`src/pin_cfg_defines.vh`:
```
// Purpose: Offsets, field positions and reset values for the pin and interrupt configuration block
// Assumes: 8-bit register port, 4-bit word address
// Notes:   Included by its bare name
`ifndef PIN_CFG_DEFINES_VH
`define PIN_CFG_DEFINES_VH

`define ADDR_W            4
`define DATA_W            8

`define OFF_ASSIGN        4'h0
`define OFF_INT_CTRL      4'h1
`define OFF_PULLUP        4'h2
`define OFF_COND_CODE     4'h3
`define OFF_K_DIR         4'h4
`define OFF_DIG_EN        4'h5
`define OFF_PIN_LEVEL     4'h6
`define OFF_AD_DATA       4'h7
`define OFF_PORT_CTRL     4'h8
`define OFF_KEY_EN        4'h9
`define OFF_EVT_STATUS    4'ha
`define OFF_EVT_MASK      4'hb

`define BIT_STROBE_EN     0
`define BIT_EDGE_MODE     7
`define BIT_PIN_EN        6
`define BIT_PUP_E         4
`define BIT_PUP_K         7
`define BIT_CCR_X         6
`define BIT_CCR_I         4
`define BIT_PE2_DATA      0
`define BIT_PE2_DIR       1
`define BIT_PP7_DATA      2
`define BIT_PP7_DIR       3
`define BIT_EVT_MASKABLE  0
`define BIT_EVT_NONMASK   1
`define BIT_EVT_KEYPAD    2

`define RST_ASSIGN        8'h00
`define RST_INT_CTRL      8'h40
`define RST_PULLUP        8'h90
`define RST_COND_CODE     8'h50
`define RST_K_DIR         8'h00
`define RST_DIG_EN        8'h00
`define RST_PORT_CTRL     8'h00
`define RST_KEY_EN        8'h00
`define RST_EVT_MASK      8'h00

`endif

```
`src/pin_sync2.v`:
```
// Purpose: Two-stage synchroniser for pin levels
// Assumes: Idle level of the pins is high (pulled up)
// Notes:   First stage feeds only the second stage
`timescale 1ns/100ps
`default_nettype none

module pin_sync2 #(
   parameter W = 1
) (
   input  wire         i_ref_clk,
   input  wire         i_rst_n,
   input  wire [W-1:0] i_pin,
   output reg  [W-1:0] o_level
);

   reg [W-1:0] stage1;

   always @(posedge i_ref_clk) begin
      if (!i_rst_n) begin
         stage1  <= {W{1'b1}};
         o_level <= {W{1'b1}};
      end else begin
         stage1  <= i_pin;
         o_level <= stage1;
      end
   end

endmodule // pin_sync2

`default_nettype wire

```
`src/irq_trigger.v`:
```
// Purpose: Falling-edge or low-level trigger for an active-low request pin
// Assumes: i_level_n is already synchronised
// Notes:   Edge requests stay pending until acknowledged or the trigger is disabled
`timescale 1ns/100ps
`default_nettype none

module irq_trigger (
   input  wire i_ref_clk,
   input  wire i_rst_n,
   input  wire i_level_n,
   input  wire i_edge_mode,
   input  wire i_enable,
   input  wire i_ack,
   output reg  o_pending
);

   reg  prev_level;
   wire fall = prev_level & ~i_level_n;

   always @(posedge i_ref_clk) begin
      if (!i_rst_n) begin
         prev_level <= 1'b1;
         o_pending  <= 1'b0;
      end else begin
         prev_level <= i_level_n;
         if (!i_enable)
            o_pending <= 1'b0;
         else if (i_edge_mode)
            o_pending <= fall | (o_pending & ~i_ack);
         else
            o_pending <= ~i_level_n;
      end
   end

endmodule // irq_trigger

`default_nettype wire

```
`src/port_pin_interrupt_config.v`:
```
// Purpose: Pin function, pull-up and external interrupt input logic
// Assumes: Pins synchronous to i_ref_clk except the request pins, which are synchronised
// Notes:   Register port reads answer one cycle after the read strobe
//
// Added by the designer: strobed register access and the register addresses.
`timescale 1ns/100ps
`default_nettype none
`include "pin_cfg_defines.vh"

module port_pin_interrupt_config (
   input  wire               i_ref_clk,
   input  wire               i_rst_n,
   // Register port
   input  wire [`ADDR_W-1:0] i_addr,
   input  wire [`DATA_W-1:0] i_wdata,
   input  wire               i_wr,
   input  wire               i_rd,
   output reg  [`DATA_W-1:0] o_rdata,
   // Request pins, active low
   input  wire               i_maskable_pin_n,
   input  wire               i_nonmaskable_interrupt_pin_n,
   output reg                o_request_pins_pullup,
   // Processor side
   input  wire               i_irq_ack,
   output reg                o_maskable_req,
   output reg                o_nonmaskable_req,
   // port_e_pin2
   input  wire               i_port_e_pin2,
   input  wire               i_bus_rw,
   output reg                o_port_e_pin2,
   output reg                o_port_e_pin2_oe,
   output reg                o_port_e_pin2_pullup,
   output reg                o_ext_write_allow,
   // Analog port
   input  wire [7:0]         i_analog_input,
   input  wire               i_conv_multi,
   input  wire [2:0]         i_conv_chan,
   output reg  [7:0]         o_analog_digital,
   output reg  [7:0]         o_conv_sample_sel,
   // port_p_pin7 keypad
   input  wire               i_port_p_pin7,
   output reg                o_port_p_pin7,
   output reg                o_port_p_pin7_oe,
   output reg                o_wake,
   // Port K
   output reg  [7:0]         o_port_k_direction,
   output reg                o_port_k_pullup,
   // Event interrupt
   output reg                o_int_req
);

   ////////////////////////////////////////////////////////////////////////////////////////////
   // Configuration registers

   reg [7:0] port_e_assignment_reg;
   reg [7:0] interrupt_control_reg;
   reg [7:0] pullup_control_reg;
   reg [7:0] condition_code_reg;
   reg [7:0] port_k_direction;
   reg [7:0] converter_digital_input_enable;
   reg [7:0] port_ctrl;
   reg [7:0] key_en;
   reg [7:0] evt_status;
   reg [7:0] evt_mask;

   wire wr_assign = i_wr & (i_addr == `OFF_ASSIGN);
   wire wr_intctl = i_wr & (i_addr == `OFF_INT_CTRL);
   wire wr_pullup = i_wr & (i_addr == `OFF_PULLUP);
   wire wr_ccr    = i_wr & (i_addr == `OFF_COND_CODE);
   wire wr_kdir   = i_wr & (i_addr == `OFF_K_DIR);
   wire wr_digen  = i_wr & (i_addr == `OFF_DIG_EN);
   wire wr_pctrl  = i_wr & (i_addr == `OFF_PORT_CTRL);
   wire wr_keyen  = i_wr & (i_addr == `OFF_KEY_EN);
   wire wr_status = i_wr & (i_addr == `OFF_EVT_STATUS);
   wire wr_mask   = i_wr & (i_addr == `OFF_EVT_MASK);

   wire strobe_output_enable  = port_e_assignment_reg[`BIT_STROBE_EN];
   wire edge_mode             = interrupt_control_reg[`BIT_EDGE_MODE];
   wire maskable_pin_enable   = interrupt_control_reg[`BIT_PIN_EN];
   wire port_e_pullup_enable  = pullup_control_reg[`BIT_PUP_E];
   wire port_k_pullup_enable  = pullup_control_reg[`BIT_PUP_K];
   wire ccr_x                 = condition_code_reg[`BIT_CCR_X];
   wire ccr_i                 = condition_code_reg[`BIT_CCR_I];
   wire pe2_dir               = port_ctrl[`BIT_PE2_DIR];
   wire pp7_dir               = port_ctrl[`BIT_PP7_DIR];

   ////////////////////////////////////////////////////////////////////////////////////////////
   // Request pin synchroniser and maskable request trigger

   wire [1:0] req_level_n;
   wire       maskable_pending;

   pin_sync2 #(
      .W (2)
   ) u_req_sync (
      .i_ref_clk (i_ref_clk),
      .i_rst_n   (i_rst_n),
      .i_pin     ({i_nonmaskable_interrupt_pin_n, i_maskable_pin_n}),
      .o_level   (req_level_n)
   );

   wire maskable_level_n    = req_level_n[0];
   wire nonmaskable_level_n = req_level_n[1];

   irq_trigger u_maskable_trig (
      .i_ref_clk   (i_ref_clk),
      .i_rst_n     (i_rst_n),
      .i_level_n   (maskable_level_n),
      .i_edge_mode (edge_mode),
      .i_enable    (maskable_pin_enable),
      .i_ack       (i_irq_ack),
      .o_pending   (maskable_pending)
   );

   ////////////////////////////////////////////////////////////////////////////////////////////
   // Keypad edge on port_p_pin7

   reg  pp7_prev;
   wire key_fall = pp7_prev & ~i_port_p_pin7 & ~pp7_dir & key_en[0];

   ////////////////////////////////////////////////////////////////////////////////////////////
   // Next values of outputs

   wire next_maskable_req    = maskable_pending & ~ccr_i;
   wire next_nonmaskable_req = ~nonmaskable_level_n & ~ccr_x;

   reg  [7:0] evt_set;
   reg  [7:0] next_status;
   reg  [7:0] next_conv_sel;

   always @* begin
      evt_set                    = 8'h00;
      evt_set[`BIT_EVT_MASKABLE] = next_maskable_req & ~o_maskable_req;
      evt_set[`BIT_EVT_NONMASK]  = next_nonmaskable_req & ~o_nonmaskable_req;
      evt_set[`BIT_EVT_KEYPAD]   = key_fall;
      // A new event in the clearing cycle survives the clear
      next_status = (evt_status & ~(wr_status ? i_wdata : 8'h00)) | evt_set;
   end

   always @* begin
      if (i_conv_multi)
         next_conv_sel = 8'hff;
      else
         next_conv_sel = 8'h01 << i_conv_chan;
   end

   ////////////////////////////////////////////////////////////////////////////////////////////
   // Read data

   reg [7:0] next_rdata;

   always @* begin
      case (i_addr)
         `OFF_ASSIGN:     next_rdata = port_e_assignment_reg;
         `OFF_INT_CTRL:   next_rdata = interrupt_control_reg;
         `OFF_PULLUP:     next_rdata = pullup_control_reg;
         `OFF_COND_CODE:  next_rdata = condition_code_reg;
         `OFF_K_DIR:      next_rdata = port_k_direction;
         `OFF_DIG_EN:     next_rdata = converter_digital_input_enable;
         `OFF_PIN_LEVEL:  next_rdata = {5'h00, i_port_e_pin2,
                                        maskable_level_n, nonmaskable_level_n};
         `OFF_AD_DATA:    next_rdata = i_analog_input & converter_digital_input_enable;
         `OFF_PORT_CTRL:  next_rdata = {port_ctrl[7:3], i_port_p_pin7, port_ctrl[1:0]};
         `OFF_KEY_EN:     next_rdata = key_en;
         `OFF_EVT_STATUS: next_rdata = evt_status;
         `OFF_EVT_MASK:   next_rdata = evt_mask;
         default:         next_rdata = 8'h00;
      endcase
   end

   ////////////////////////////////////////////////////////////////////////////////////////////
   // Register file

   always @(posedge i_ref_clk) begin
      if (!i_rst_n) begin
         port_e_assignment_reg          <= `RST_ASSIGN;
         interrupt_control_reg          <= `RST_INT_CTRL;
         pullup_control_reg             <= `RST_PULLUP;
         condition_code_reg             <= `RST_COND_CODE;
         port_k_direction               <= `RST_K_DIR;
         converter_digital_input_enable <= `RST_DIG_EN;
         port_ctrl                      <= `RST_PORT_CTRL;
         key_en                         <= `RST_KEY_EN;
         evt_status                     <= 8'h00;
         evt_mask                       <= `RST_EVT_MASK;
         pp7_prev                       <= 1'b1;
      end else begin
         if (wr_assign)
            port_e_assignment_reg <= i_wdata;
         if (wr_intctl)
            interrupt_control_reg <= i_wdata;
         if (wr_pullup)
            pullup_control_reg <= i_wdata;
         if (wr_ccr) begin
            // X may only be cleared by software, never set again
            condition_code_reg            <= i_wdata;
            condition_code_reg[`BIT_CCR_X] <= ccr_x & i_wdata[`BIT_CCR_X];
         end
         if (wr_kdir)
            port_k_direction <= i_wdata;
         if (wr_digen)
            converter_digital_input_enable <= i_wdata;
         if (wr_pctrl)
            port_ctrl <= i_wdata;
         if (wr_keyen)
            key_en <= i_wdata;
         if (wr_mask)
            evt_mask <= i_wdata;
         evt_status <= next_status;
         pp7_prev   <= i_port_p_pin7;
      end
   end

   ////////////////////////////////////////////////////////////////////////////////////////////
   // Registered outputs

   always @(posedge i_ref_clk) begin
      if (!i_rst_n) begin
         o_rdata               <= 8'h00;
         o_request_pins_pullup <= 1'b1;
         o_maskable_req        <= 1'b0;
         o_nonmaskable_req     <= 1'b0;
         o_port_e_pin2         <= 1'b0;
         o_port_e_pin2_oe      <= 1'b0;
         o_port_e_pin2_pullup  <= 1'b1;
         o_ext_write_allow     <= 1'b0;
         o_analog_digital      <= 8'h00;
         o_conv_sample_sel     <= 8'h00;
         o_port_p_pin7         <= 1'b0;
         o_port_p_pin7_oe      <= 1'b0;
         o_wake                <= 1'b0;
         o_port_k_direction    <= 8'h00;
         o_port_k_pullup       <= 1'b1;
         o_int_req             <= 1'b0;
      end else begin
         o_rdata               <= i_rd ? next_rdata : 8'h00;
         o_request_pins_pullup <= port_e_pullup_enable;
         o_maskable_req        <= next_maskable_req;
         o_nonmaskable_req     <= next_nonmaskable_req;
         // Strobe takes the pin over from the port logic once enabled
         if (strobe_output_enable) begin
            o_port_e_pin2    <= i_bus_rw;
            o_port_e_pin2_oe <= 1'b1;
         end else begin
            o_port_e_pin2    <= port_ctrl[`BIT_PE2_DATA];
            o_port_e_pin2_oe <= pe2_dir;
         end
         o_port_e_pin2_pullup <= port_e_pullup_enable & ~strobe_output_enable & ~pe2_dir;
         o_ext_write_allow    <= strobe_output_enable;
         o_analog_digital     <= i_analog_input & converter_digital_input_enable;
         o_conv_sample_sel    <= next_conv_sel;
         o_port_p_pin7        <= port_ctrl[`BIT_PP7_DATA];
         o_port_p_pin7_oe     <= pp7_dir;
         // Wake is held from the sticky bit so it outlasts a stopped core clock request
         o_wake               <= next_status[`BIT_EVT_KEYPAD];
         o_port_k_direction   <= port_k_direction;
         o_port_k_pullup      <= port_k_pullup_enable;
         o_int_req            <= |(next_status & evt_mask);
      end
   end

endmodule // port_pin_interrupt_config

`default_nettype wire

```
`config.mk`:
```
export PLATFORM = sky130hd
export DESIGN_NAME = port_pin_interrupt_config
export DESIGN_NICKNAME = d
export VERILOG_FILES = /design/src/pin_sync2.v /design/src/irq_trigger.v /design/src/port_pin_interrupt_config.v
export VERILOG_INCLUDE_DIRS = /design/src
export SDC_FILE = /design/constraint.sdc
export NUM_CORES = 1
export LEC_CHECK = 0
export ABC_AREA = 1
export BUFFER_PORTS_ARGS = -buffer_cell sky130_fd_sc_hd__clkbuf_2
export CAP_MARGIN = 20
export CORE_AREA = 2 2 99 101
export CTS_CLUSTER_SIZE = 16
export DETAILED_ROUTE_END_ITERATION = 6
export DIE_AREA = 0 0 101 103
export PLACE_DENSITY = 0.75
export REMOVE_ABC_BUFFERS = 1
export SLEW_MARGIN = 15
export SYNTH_ARGS = -nofsm -noshare
export SYNTH_HDL_FRONTEND = slang
export SYNTH_SLANG_ARGS = --single-unit
```
`constraint.sdc`:
```
create_clock -name i_ref_clk -period 1.7 [get_ports i_ref_clk]
set_clock_uncertainty 0.05 [all_clocks]
set_input_delay 0.255 -clock i_ref_clk [delete_from_list [all_inputs] [get_ports i_ref_clk]]
set_output_delay 0.255 -clock i_ref_clk [all_outputs]
set_load 0.02 [all_outputs]
```
# [Word-level counts from Yosys, hierarchy flattened]
# Index checks and enable logic that the tools add are counted.
[totals] register_bits=131 inputBits=34 out_inout_bits=44 word_cells=92
[classes] eq_ne=11 shift=1 mux=6 bitwise_logic=39 reduce_logical=4
[ops] cell="8-bit case mux with 12 select lines" n=1
[ops] cell="8-bit AND" n=3
[ops] cell="1-bit AND" n=22
[ops] cell="4-bit by 3-bit == test with 1-bit output, second input constant" n=4
[ops] cell="4-bit == test, second input constant" n=4
[ops] cell="8-bit 2-to-1 mux" n=2
[ops] cell="1-bit NOT" n=11
[ops] cell="4-bit by 2-bit == test with 1-bit output, second input constant" n=2
[ops] cell="8-bit NOT" n=1
[ops] cell="8-bit by 3-bit bitwise OR with 8-bit output" n=1
[ops] cell="8-bit OR reduction" n=1
[ops] cell="1-bit by 3-bit << shifter with 8-bit output, first input constant" n=1
[ops] cell="4-bit by 1-bit == test with 1-bit output, second input constant" n=1
[ops] cell="4-bit zero test" n=1
[ops] cell="2-bit AND reduction" n=2
[ops] cell="1-bit 2-to-1 mux" n=3
[ops] cell="1-bit bitwise OR" n=1

# [Logic depth before layout (Yosys ltp)]
# Gate-level depths: netlist (run 1).
[logic_depth] ltp_word=8 depth_mapped=10 ltp_nobuf=10

# [Modules after synthesis]
# From an unflattened synthesis (run 1), not the netlist that was laid out.
[unflattened] cells_unflattened=668 hier_area_um2=5109.9
[modules_own_cells] mod="port_pin_interrupt_config" instances=1 cells_each=645 area_per_inst_um2=4919.7 seq_area_each_um2=2482.4
[modules_own_cells] mod="pin_sync2" instances=1 cells_each=12 area_per_inst_um2=110.1 seq_area_each_um2=80.1
[modules_own_cells] mod="irq_trigger" instances=1 cells_each=11 area_per_inst_um2=80.1 seq_area_each_um2=40.0

# [Worst setup path before layout (run 1)]
# OpenSTA, ideal clock, no wires.
[synth_timing] path_type="input-to-reg" startpoint="input port i_wr" endpoint="register pullup_control_reg[5]" setup_time_ns=0.119 arrival_ns=1.160 t_required_ns=1.531 path_slack_ns=0.370 cell_stages=7 n_path_buf=2 path_cell_list="clkbuf_1 -> inv_1 -> nor2_4 -> inv_2 -> buf_2 -> o21ai_0 -> a21oi_1"
[synth_via] elab_chain_len=1
[synth_lines] element="from (decl)" line="port_pin_interrupt_config.v:16" rtl="input wire i_wr,"
[synth_lines] element="1-bit AND" line="port_pin_interrupt_config.v:68" rtl="wire wr_pullup = i_wr & (i_addr == `OFF_PULLUP);"
[synth_lines] element="to (signal assigned)" line="port_pin_interrupt_config.v:178" rtl="pullup_control_reg <= `RST_PULLUP;"
[synth_lines] element="to (signal assigned)" line="port_pin_interrupt_config.v:193" rtl="pullup_control_reg <= i_wdata;"
[synth_lines] element="to (decl)" line="port_pin_interrupt_config.v:57" rtl="reg [7:0] pullup_control_reg;"
# No other way between the ends.
# A chain may end at the register's enable or synchronous reset.

==> flow_summary.toml, run 1 <==
[job]
maxCapViolCount = 0

[synthesis]
synth_seq_cells = 130
synth_cells = 655
synthTopCellsByArea = "dfxtp_1, a21oi_1, inv_1"
synth_area_um2 = 5120
yosys.area.top_type_share_pct = 50.8
avgSynthCellArea_um2 = 7.82
yosysUniqueCellTypes = 28
synth-seq-area-share_pct = 50.8
synth_top_cell_by_area = "dfxtp_1"
yosys_warnings = 0

[outcome]
status = "finished clean"

[die]
start_util_pct = 54.2
die_h_um = 103
rows = 36
ioPinCount = 78
coreArea_um2 = 9460
chipWidth_um = 101
dieArea_um2 = 10400

[critical_path]
startpoint_type = "flip-flop"
worst_path_max_delay_cell = "dfxtp_1"
r2r-end = "o_rdata[0]$_SDFF_PN0_"
arrival_ns = 1.07
crit_cells = 1
r2r_cells = 6
cpPeakStageDelay_ns = 0.36
critPathCaptureType = "output pin"
critPathBufInv = 1
crit_fanout = 3
path_class = "flip-flop to output pin"
crit_chain = "clkbuf_2"
reg2reg_from = "u_req_sync.o_level[1]$_SDFF_PN1_"
critPathRequiredTime_ns = 1.39
path_delay_family = "flip-flops"
reg2reg_slack_ns = 0.48

[final_layout]
fillers = 777
syn2layout_area_growth_pct = 25.5
layout-drive-gt1-share_pct = 20.3
n_antenna_cell = 0
regArea_um2 = 2600
fin_nets = 785
multi_input_area_um2 = 1920
post-route-cell-area_um2 = 6430

[clocking]
clk_root_buffer_cell = "clkbuf_8"
clkLatencyLatePin_ns = 0.53
clockBufferDepth = 2
clkTransAtPathRegs_ns = 0.06
cts_tree = "yes"
numClockSinks = 130
ctsResizeCount = 0
cts_made_buffers = 17
cts.htree.levels = 4

[global_route]
globalRouteTotalUtil_pct = 28.0
grt_first_pass_wirelength_mm = 22.0
grt_pass1_vias = 4343
grt_max_degree = 85
grt_overflow_total = 0
antenna_found_initial = 0

[timing]
hold_viol_final = 0
fmax_mhz = 726
setup_viol = 0
drv_slew = 0
rsz0062_at_grt = "false"
worst_slew_pin_slew_ns = 0.648
fin_crit_sh_pct = 81.1
maxSlewHeadroom_pct = 56.8
postLayoutSetupSlackWorst_ns = 0.322
setup-tns-final_ns = 0
min_period_ns = 1.38

[detailed_routing]
drc = 0
via_count = 4773
drt-vias-per-instance = 5.44
postRouteAntennaNets = 0
wire_per_inst_um = 16.0
drtPass1Iterations = 5
routed_wl_mm = 14.0
drt-initial-drc-count = 467

[placed_design]
gp_congestion = 0.919
dp_slack_ns = 0.110
dp_hpwl_mm = 9.33
postPlaceCellArea_um2 = 5600
port_buffers = 77

[min_path]
hold_path.class = "input pin to flip-flop"
min_from = "i_wdata[5]"
hold_end = "evt_status[5]$_SDFF_PN0_"
whs_path_depth = 4

[pwr]
power.density_nw_per_um2 = 1180
ir_drop_v = 0.000624
leakagePower_nw = 2.77
## cells by family after synthesis
| group | count (synthesis) | share of synthesized area (%) |
|---|---|---|
| buffers and inverters | 146 | 11.8 |
| AOI/OAI and AO/OA | 192 | 19.8 |
| and+or+nand+nor | 187 | 17.6 |
| DFF | 130 | 50.8 |
## where the power goes
group          internal (mW)  switching, mW  leakage, nW
logic                  0.161          0.317         1.41
clock network           2.60           1.35        0.306
registers               3.11         0.0229         1.05
total                   5.88           1.69         2.77
## how the worst max path moves through the flow
stage,start,to
2_1_floorplan,i_addr[2],o_int_req$_SDFF_PN0_
3_3_place_gp,i_addr[3],o_int_req$_SDFF_PN0_
3_5_place_dp,i_addr[3],o_int_req$_SDFF_PN0_
4_1_cts,evt_status[2]$_SDFF_PN0_,o_wake
5_1_grt,i_conv_chan[2],o_conv_sample_sel[3]$_SDFF_PN0_
6_report,evt_status[2]$_SDFF_PN0_,o_wake
## metal layers
layer / wire length (um) / vias to the layer above / GRT usage, %
li1: - / 2329 / -
met1: 5900 / 2184 / 35.6
met2: 6470 / 222 / 45.1
met3: 1160 / 38 / 7.05
met4: 498 / 0 / 13.2
met5: 0 / - / 0
## synth_stat cells
cell type  instances
nor2_4             8
o22ai_1           28
nand2_2            4
nand3b_1           2
nand4_1            2
buf_6              5
nor3_1            17
nand2_1           69
o32ai_1            1
nand2_4            4
inv_1            105
clkinv_2           2
nor2_2             2
nor4_1             1
nor2_1            36
clkbuf_1          18
inv_2              6
or2_2              5
buf_4              1
o21ai_0           71
buf_2              9
o2111ai_1          1
nand3_1           37
a21oi_1           83
o21ai_1            4
o211ai_1           3
dfxtp_1          130
o2bb2ai_1          1
## metrics by stage
step	util [%]	total power [mW]	cells	hold slack (ns)
after global routing	68.0	7.77	878	0.0475
final	68.0	7.57	878	0.0343
after global placement	59.2	3.62	828	0.347
after detailed placement	59.2	3.64	828	0.353
after floorplan	-	3.42	622	0.274
after CTS	68.0	7.60	878	0.0184
## cell type report
class	count	area share (%)
clock buffers	19	6.87
multi-input cells	379	29.8
inverters	113	6.64
well taps	114	2.22
repair buffers	110	10.7
clock inverters	13	3.23
flip-flops and latches	130	40.5
## layout by cell type, fill, tap and decap left out, types with 14 or more instances in the layout
cell	count
dlygate4sd3_1	18
a21oi_1	83
nor3_1	17
nand3_1	37
o21ai_0	71
buf_4	14
o22ai_1	28
nor2_1	36
clkbuf_2	77
nand2_1	69
inv_1	105
dfxtp_1	130
clkbuf_16	16
## timing repair
item	in CTS	in global routing
buffers inserted	0	0
hold buffers	18	0
endpoints found under the hold margin	20	0
Note: power is estimated with default switching activity, not from simulation.
==> run 2, diff against run 1 <==
Settings changed: ABC_AREA 1 to 0, CORE_AREA 2 2 99 101 to 2 2 101 103, DIE_AREA 0 0 101 103 to 0 0 103 105, PLACE_DENSITY 0.75 to 0.74.
Clock period 1.7 ns to 1.4 ns, I/O delays scaled along.
==> flow_summary.toml, run 2 <==
[outcome]
status = "finished, violations left"
violations = "setup timing"

[synthesis]
netlist_top_cells_count = "dfxtp_1, nor2_1, mux2i_1"
yosys.area.top_type_share_pct = 49.3
yosysUniqueCellTypes = 48
synth-seq-area-share_pct = 49.3
avgSynthCellArea_um2 = 9.17
synth.most_common_cell = "dfxtp_1"
yosys_warnings = 0
synth-edff-count = 0
synth_cells = 576
synthFlopType = "dfxtp_1"
synth_seq_cells = 130
synth_top_cell_by_area = "dfxtp_1"
synth_area_um2 = 5280
async_flop_share_pct = 0
synthTopCellsByArea = "dfxtp_1, mux2i_1, nor2_1"

[final_layout]
multi_input_area_um2 = 2450
fin_util_pct = 74.1
layout-drive-gt1-share_pct = 29.3
fillers = 714
n_antenna_cell = 0
final_cells = 877
final_common_cell = "dfxtp_1"
syn2layout_area_growth_pct = 35.1
regArea_um2 = 2600
final_cell_mix = "dfxtp_1, buf_4, clkbuf_2"
fin_nets = 765

[detailed_routing]
postRouteAntennaNets = 0
drt-vias-per-instance = 5.65
routed_wl_mm = 16.7
drtPass1Iterations = 5
wire_per_inst_um = 19.0
via_count = 4951
drt-initial-drc-count = 461
drc = 0

[timing]
min_period_ns = 1.43
fin_crit_sh_pct = 102
rsz0062_at_grt = "true"
drv_slew = 0
fmax_mhz = 700
worst_slew_pin_slew_ns = 0.714
setup_viol = 1
postLayoutSetupSlackWorst_ns = -0.0290
hold_viol_final = 0
maxSlewHeadroom_pct = 52.3

[clocking]
cts.htree.levels = 4
cts_made_buffers = 17
numClockSinks = 130
clockBufferDepth = 2
clkLatencyLatePin_ns = 0.53
clk_root_buffer_cell = "clkbuf_8"
clkTransAtPathRegs_ns = 0.06
cts_tree = "yes"
post-cts-setup-buffer-count = 0

[global_route]
grt_pass1_vias = 4871
grt_overflow_total = 0
globalRouteTotalUtil_pct = 32.3
antenna_found_initial = 0
grt_first_pass_wirelength_mm = 26.2
grt_max_degree = 40

[placed_design]
dp.cells = 824
dp_hpwl_mm = 11.8
gp_congestion = 0.964
port_buffers = 77
dp_slack_ns = -0.381

[pwr]
p_sw_share_pct = 23.9
leakagePower_nw = 3.02
ir_drop_v = 0.000926
clockPowerShare_pct = 49.1
pwr-share-comb_pct = 8.6
power.density_nw_per_um2 = 1260
intPower_mw = 6.82
p_sw_mw = 2.15
seqPwrFrac_pct = 42.3

[die]
coreArea_um2 = 9640
rows = 36
start_util_pct = 54.8
ioPinCount = 78
chipWidth_um = 103
dieArea_um2 = 10800
die_h_um = 105

[min_path]
hold_path.class = "input pin to flip-flop"

[critical_path]
arrival_ns = 1.77
startpoint_type = "flip-flop"
crit_fanout = 2
critPathCaptureType = "flip-flop"
path_class = "flip-flop to flip-flop"
reg2reg_slack_ns = -0.03
critPathRequiredTime_ns = 1.74

[job]
maxCapViolCount = 0
## run 2: metrics by stage
step	area (um2)	power, mW	setup TNS [ns]	hold slack, ns
2_1_floorplan	5050	4.12	-28.98	0.222
3_5_place_dp	6290	4.57	-18.96	0.342
3_3_place_gp	6290	4.56	-17.63	0.343
4_1_cts	7110	8.99	0	0.0107
6_report	7140	8.97	-0.0290	0.0357
5_1_grt	7140	9.23	-0.0635	0.0236
## run 2: logic make-up (layout without fill, tap and decap cells)
| family | after synthesis | count (layout) | share of synthesized area (%) |
|---|---|---|---|
| compound gates | 102 | 102 | 12.6 |
| buf+inv | 59 | 227 | 5.19 |
| flops | 130 | 130 | 49.3 |
| mux | 64 | 64 | 12.5 |
| simple gates | 221 | 221 | 20.4 |
## run 2: layer usage
layer  routed length, um  vias to the layer above  track usage, %  share of wire [%]
met5                   0                        -               0                  0
met4                 518                        0            13.4                3.1
met3                1280                       49            8.36                7.7
met2                8050                      256            51.8                 48
met1                6830                     2331            40.8                 41
li1                    -                     2315               -                  -
## run 2: critical path, stage by stage (launching register included)
cell and delay, ns:
dfxtp_2 0.32, nor4bb_4 0.15, buf_4 0.15, nor2b_4 0.12, a21oi_2 0.07, a222oi_1 0.28, a41oi_1 0.15
## run 2: timing repair
action                     4_1_cts  5_1_grt
hold endpoints to repair        25        0
setup endpoints to repair        1        2
pin swaps                        3        1
resized for setup                5        4
hold buffers                    21        0
## run 2: path summary, 6_finish.rpt
check                             startpoint                          endpoint  cells after the start
max                   key_en[0]$_SDFFE_PN0P_              o_int_req$_SDFF_PN0_                      6
min reg2reg  u_req_sync.stage1[1]$_SDFF_PN1_  u_req_sync.o_level[1]$_SDFF_PN1_                      1
max reg2reg           key_en[0]$_SDFFE_PN0P_              o_int_req$_SDFF_PN0_                      6
min                               i_wdata[4]          evt_status[4]$_SDFF_PN0_                      3
## run 2: power by group through the flow
stage / combinational [mW] / sequential (mW) / clock [mW]
6_report: 0.773 / 3.79 / 4.40
5_1_grt: 0.821 / 3.80 / 4.61
4_1_cts: 0.751 / 3.79 / 4.45
3_5_place_dp: 0.697 / 3.87 / 0
3_3_place_gp: 0.687 / 3.87 / 0
2_1_floorplan: 0.226 / 3.89 / 0
## run 2: area by class of cell
type	count	share of cell area, %
Clock buffer	21	6.57
Clock inverter	11	1.77
Inverter	10	0.526
Multi-Input combinational cell	387	34.3
Sequential cell	130	36.5
Tap cell	133	2.33
Timing Repair Buffer	185	18.0
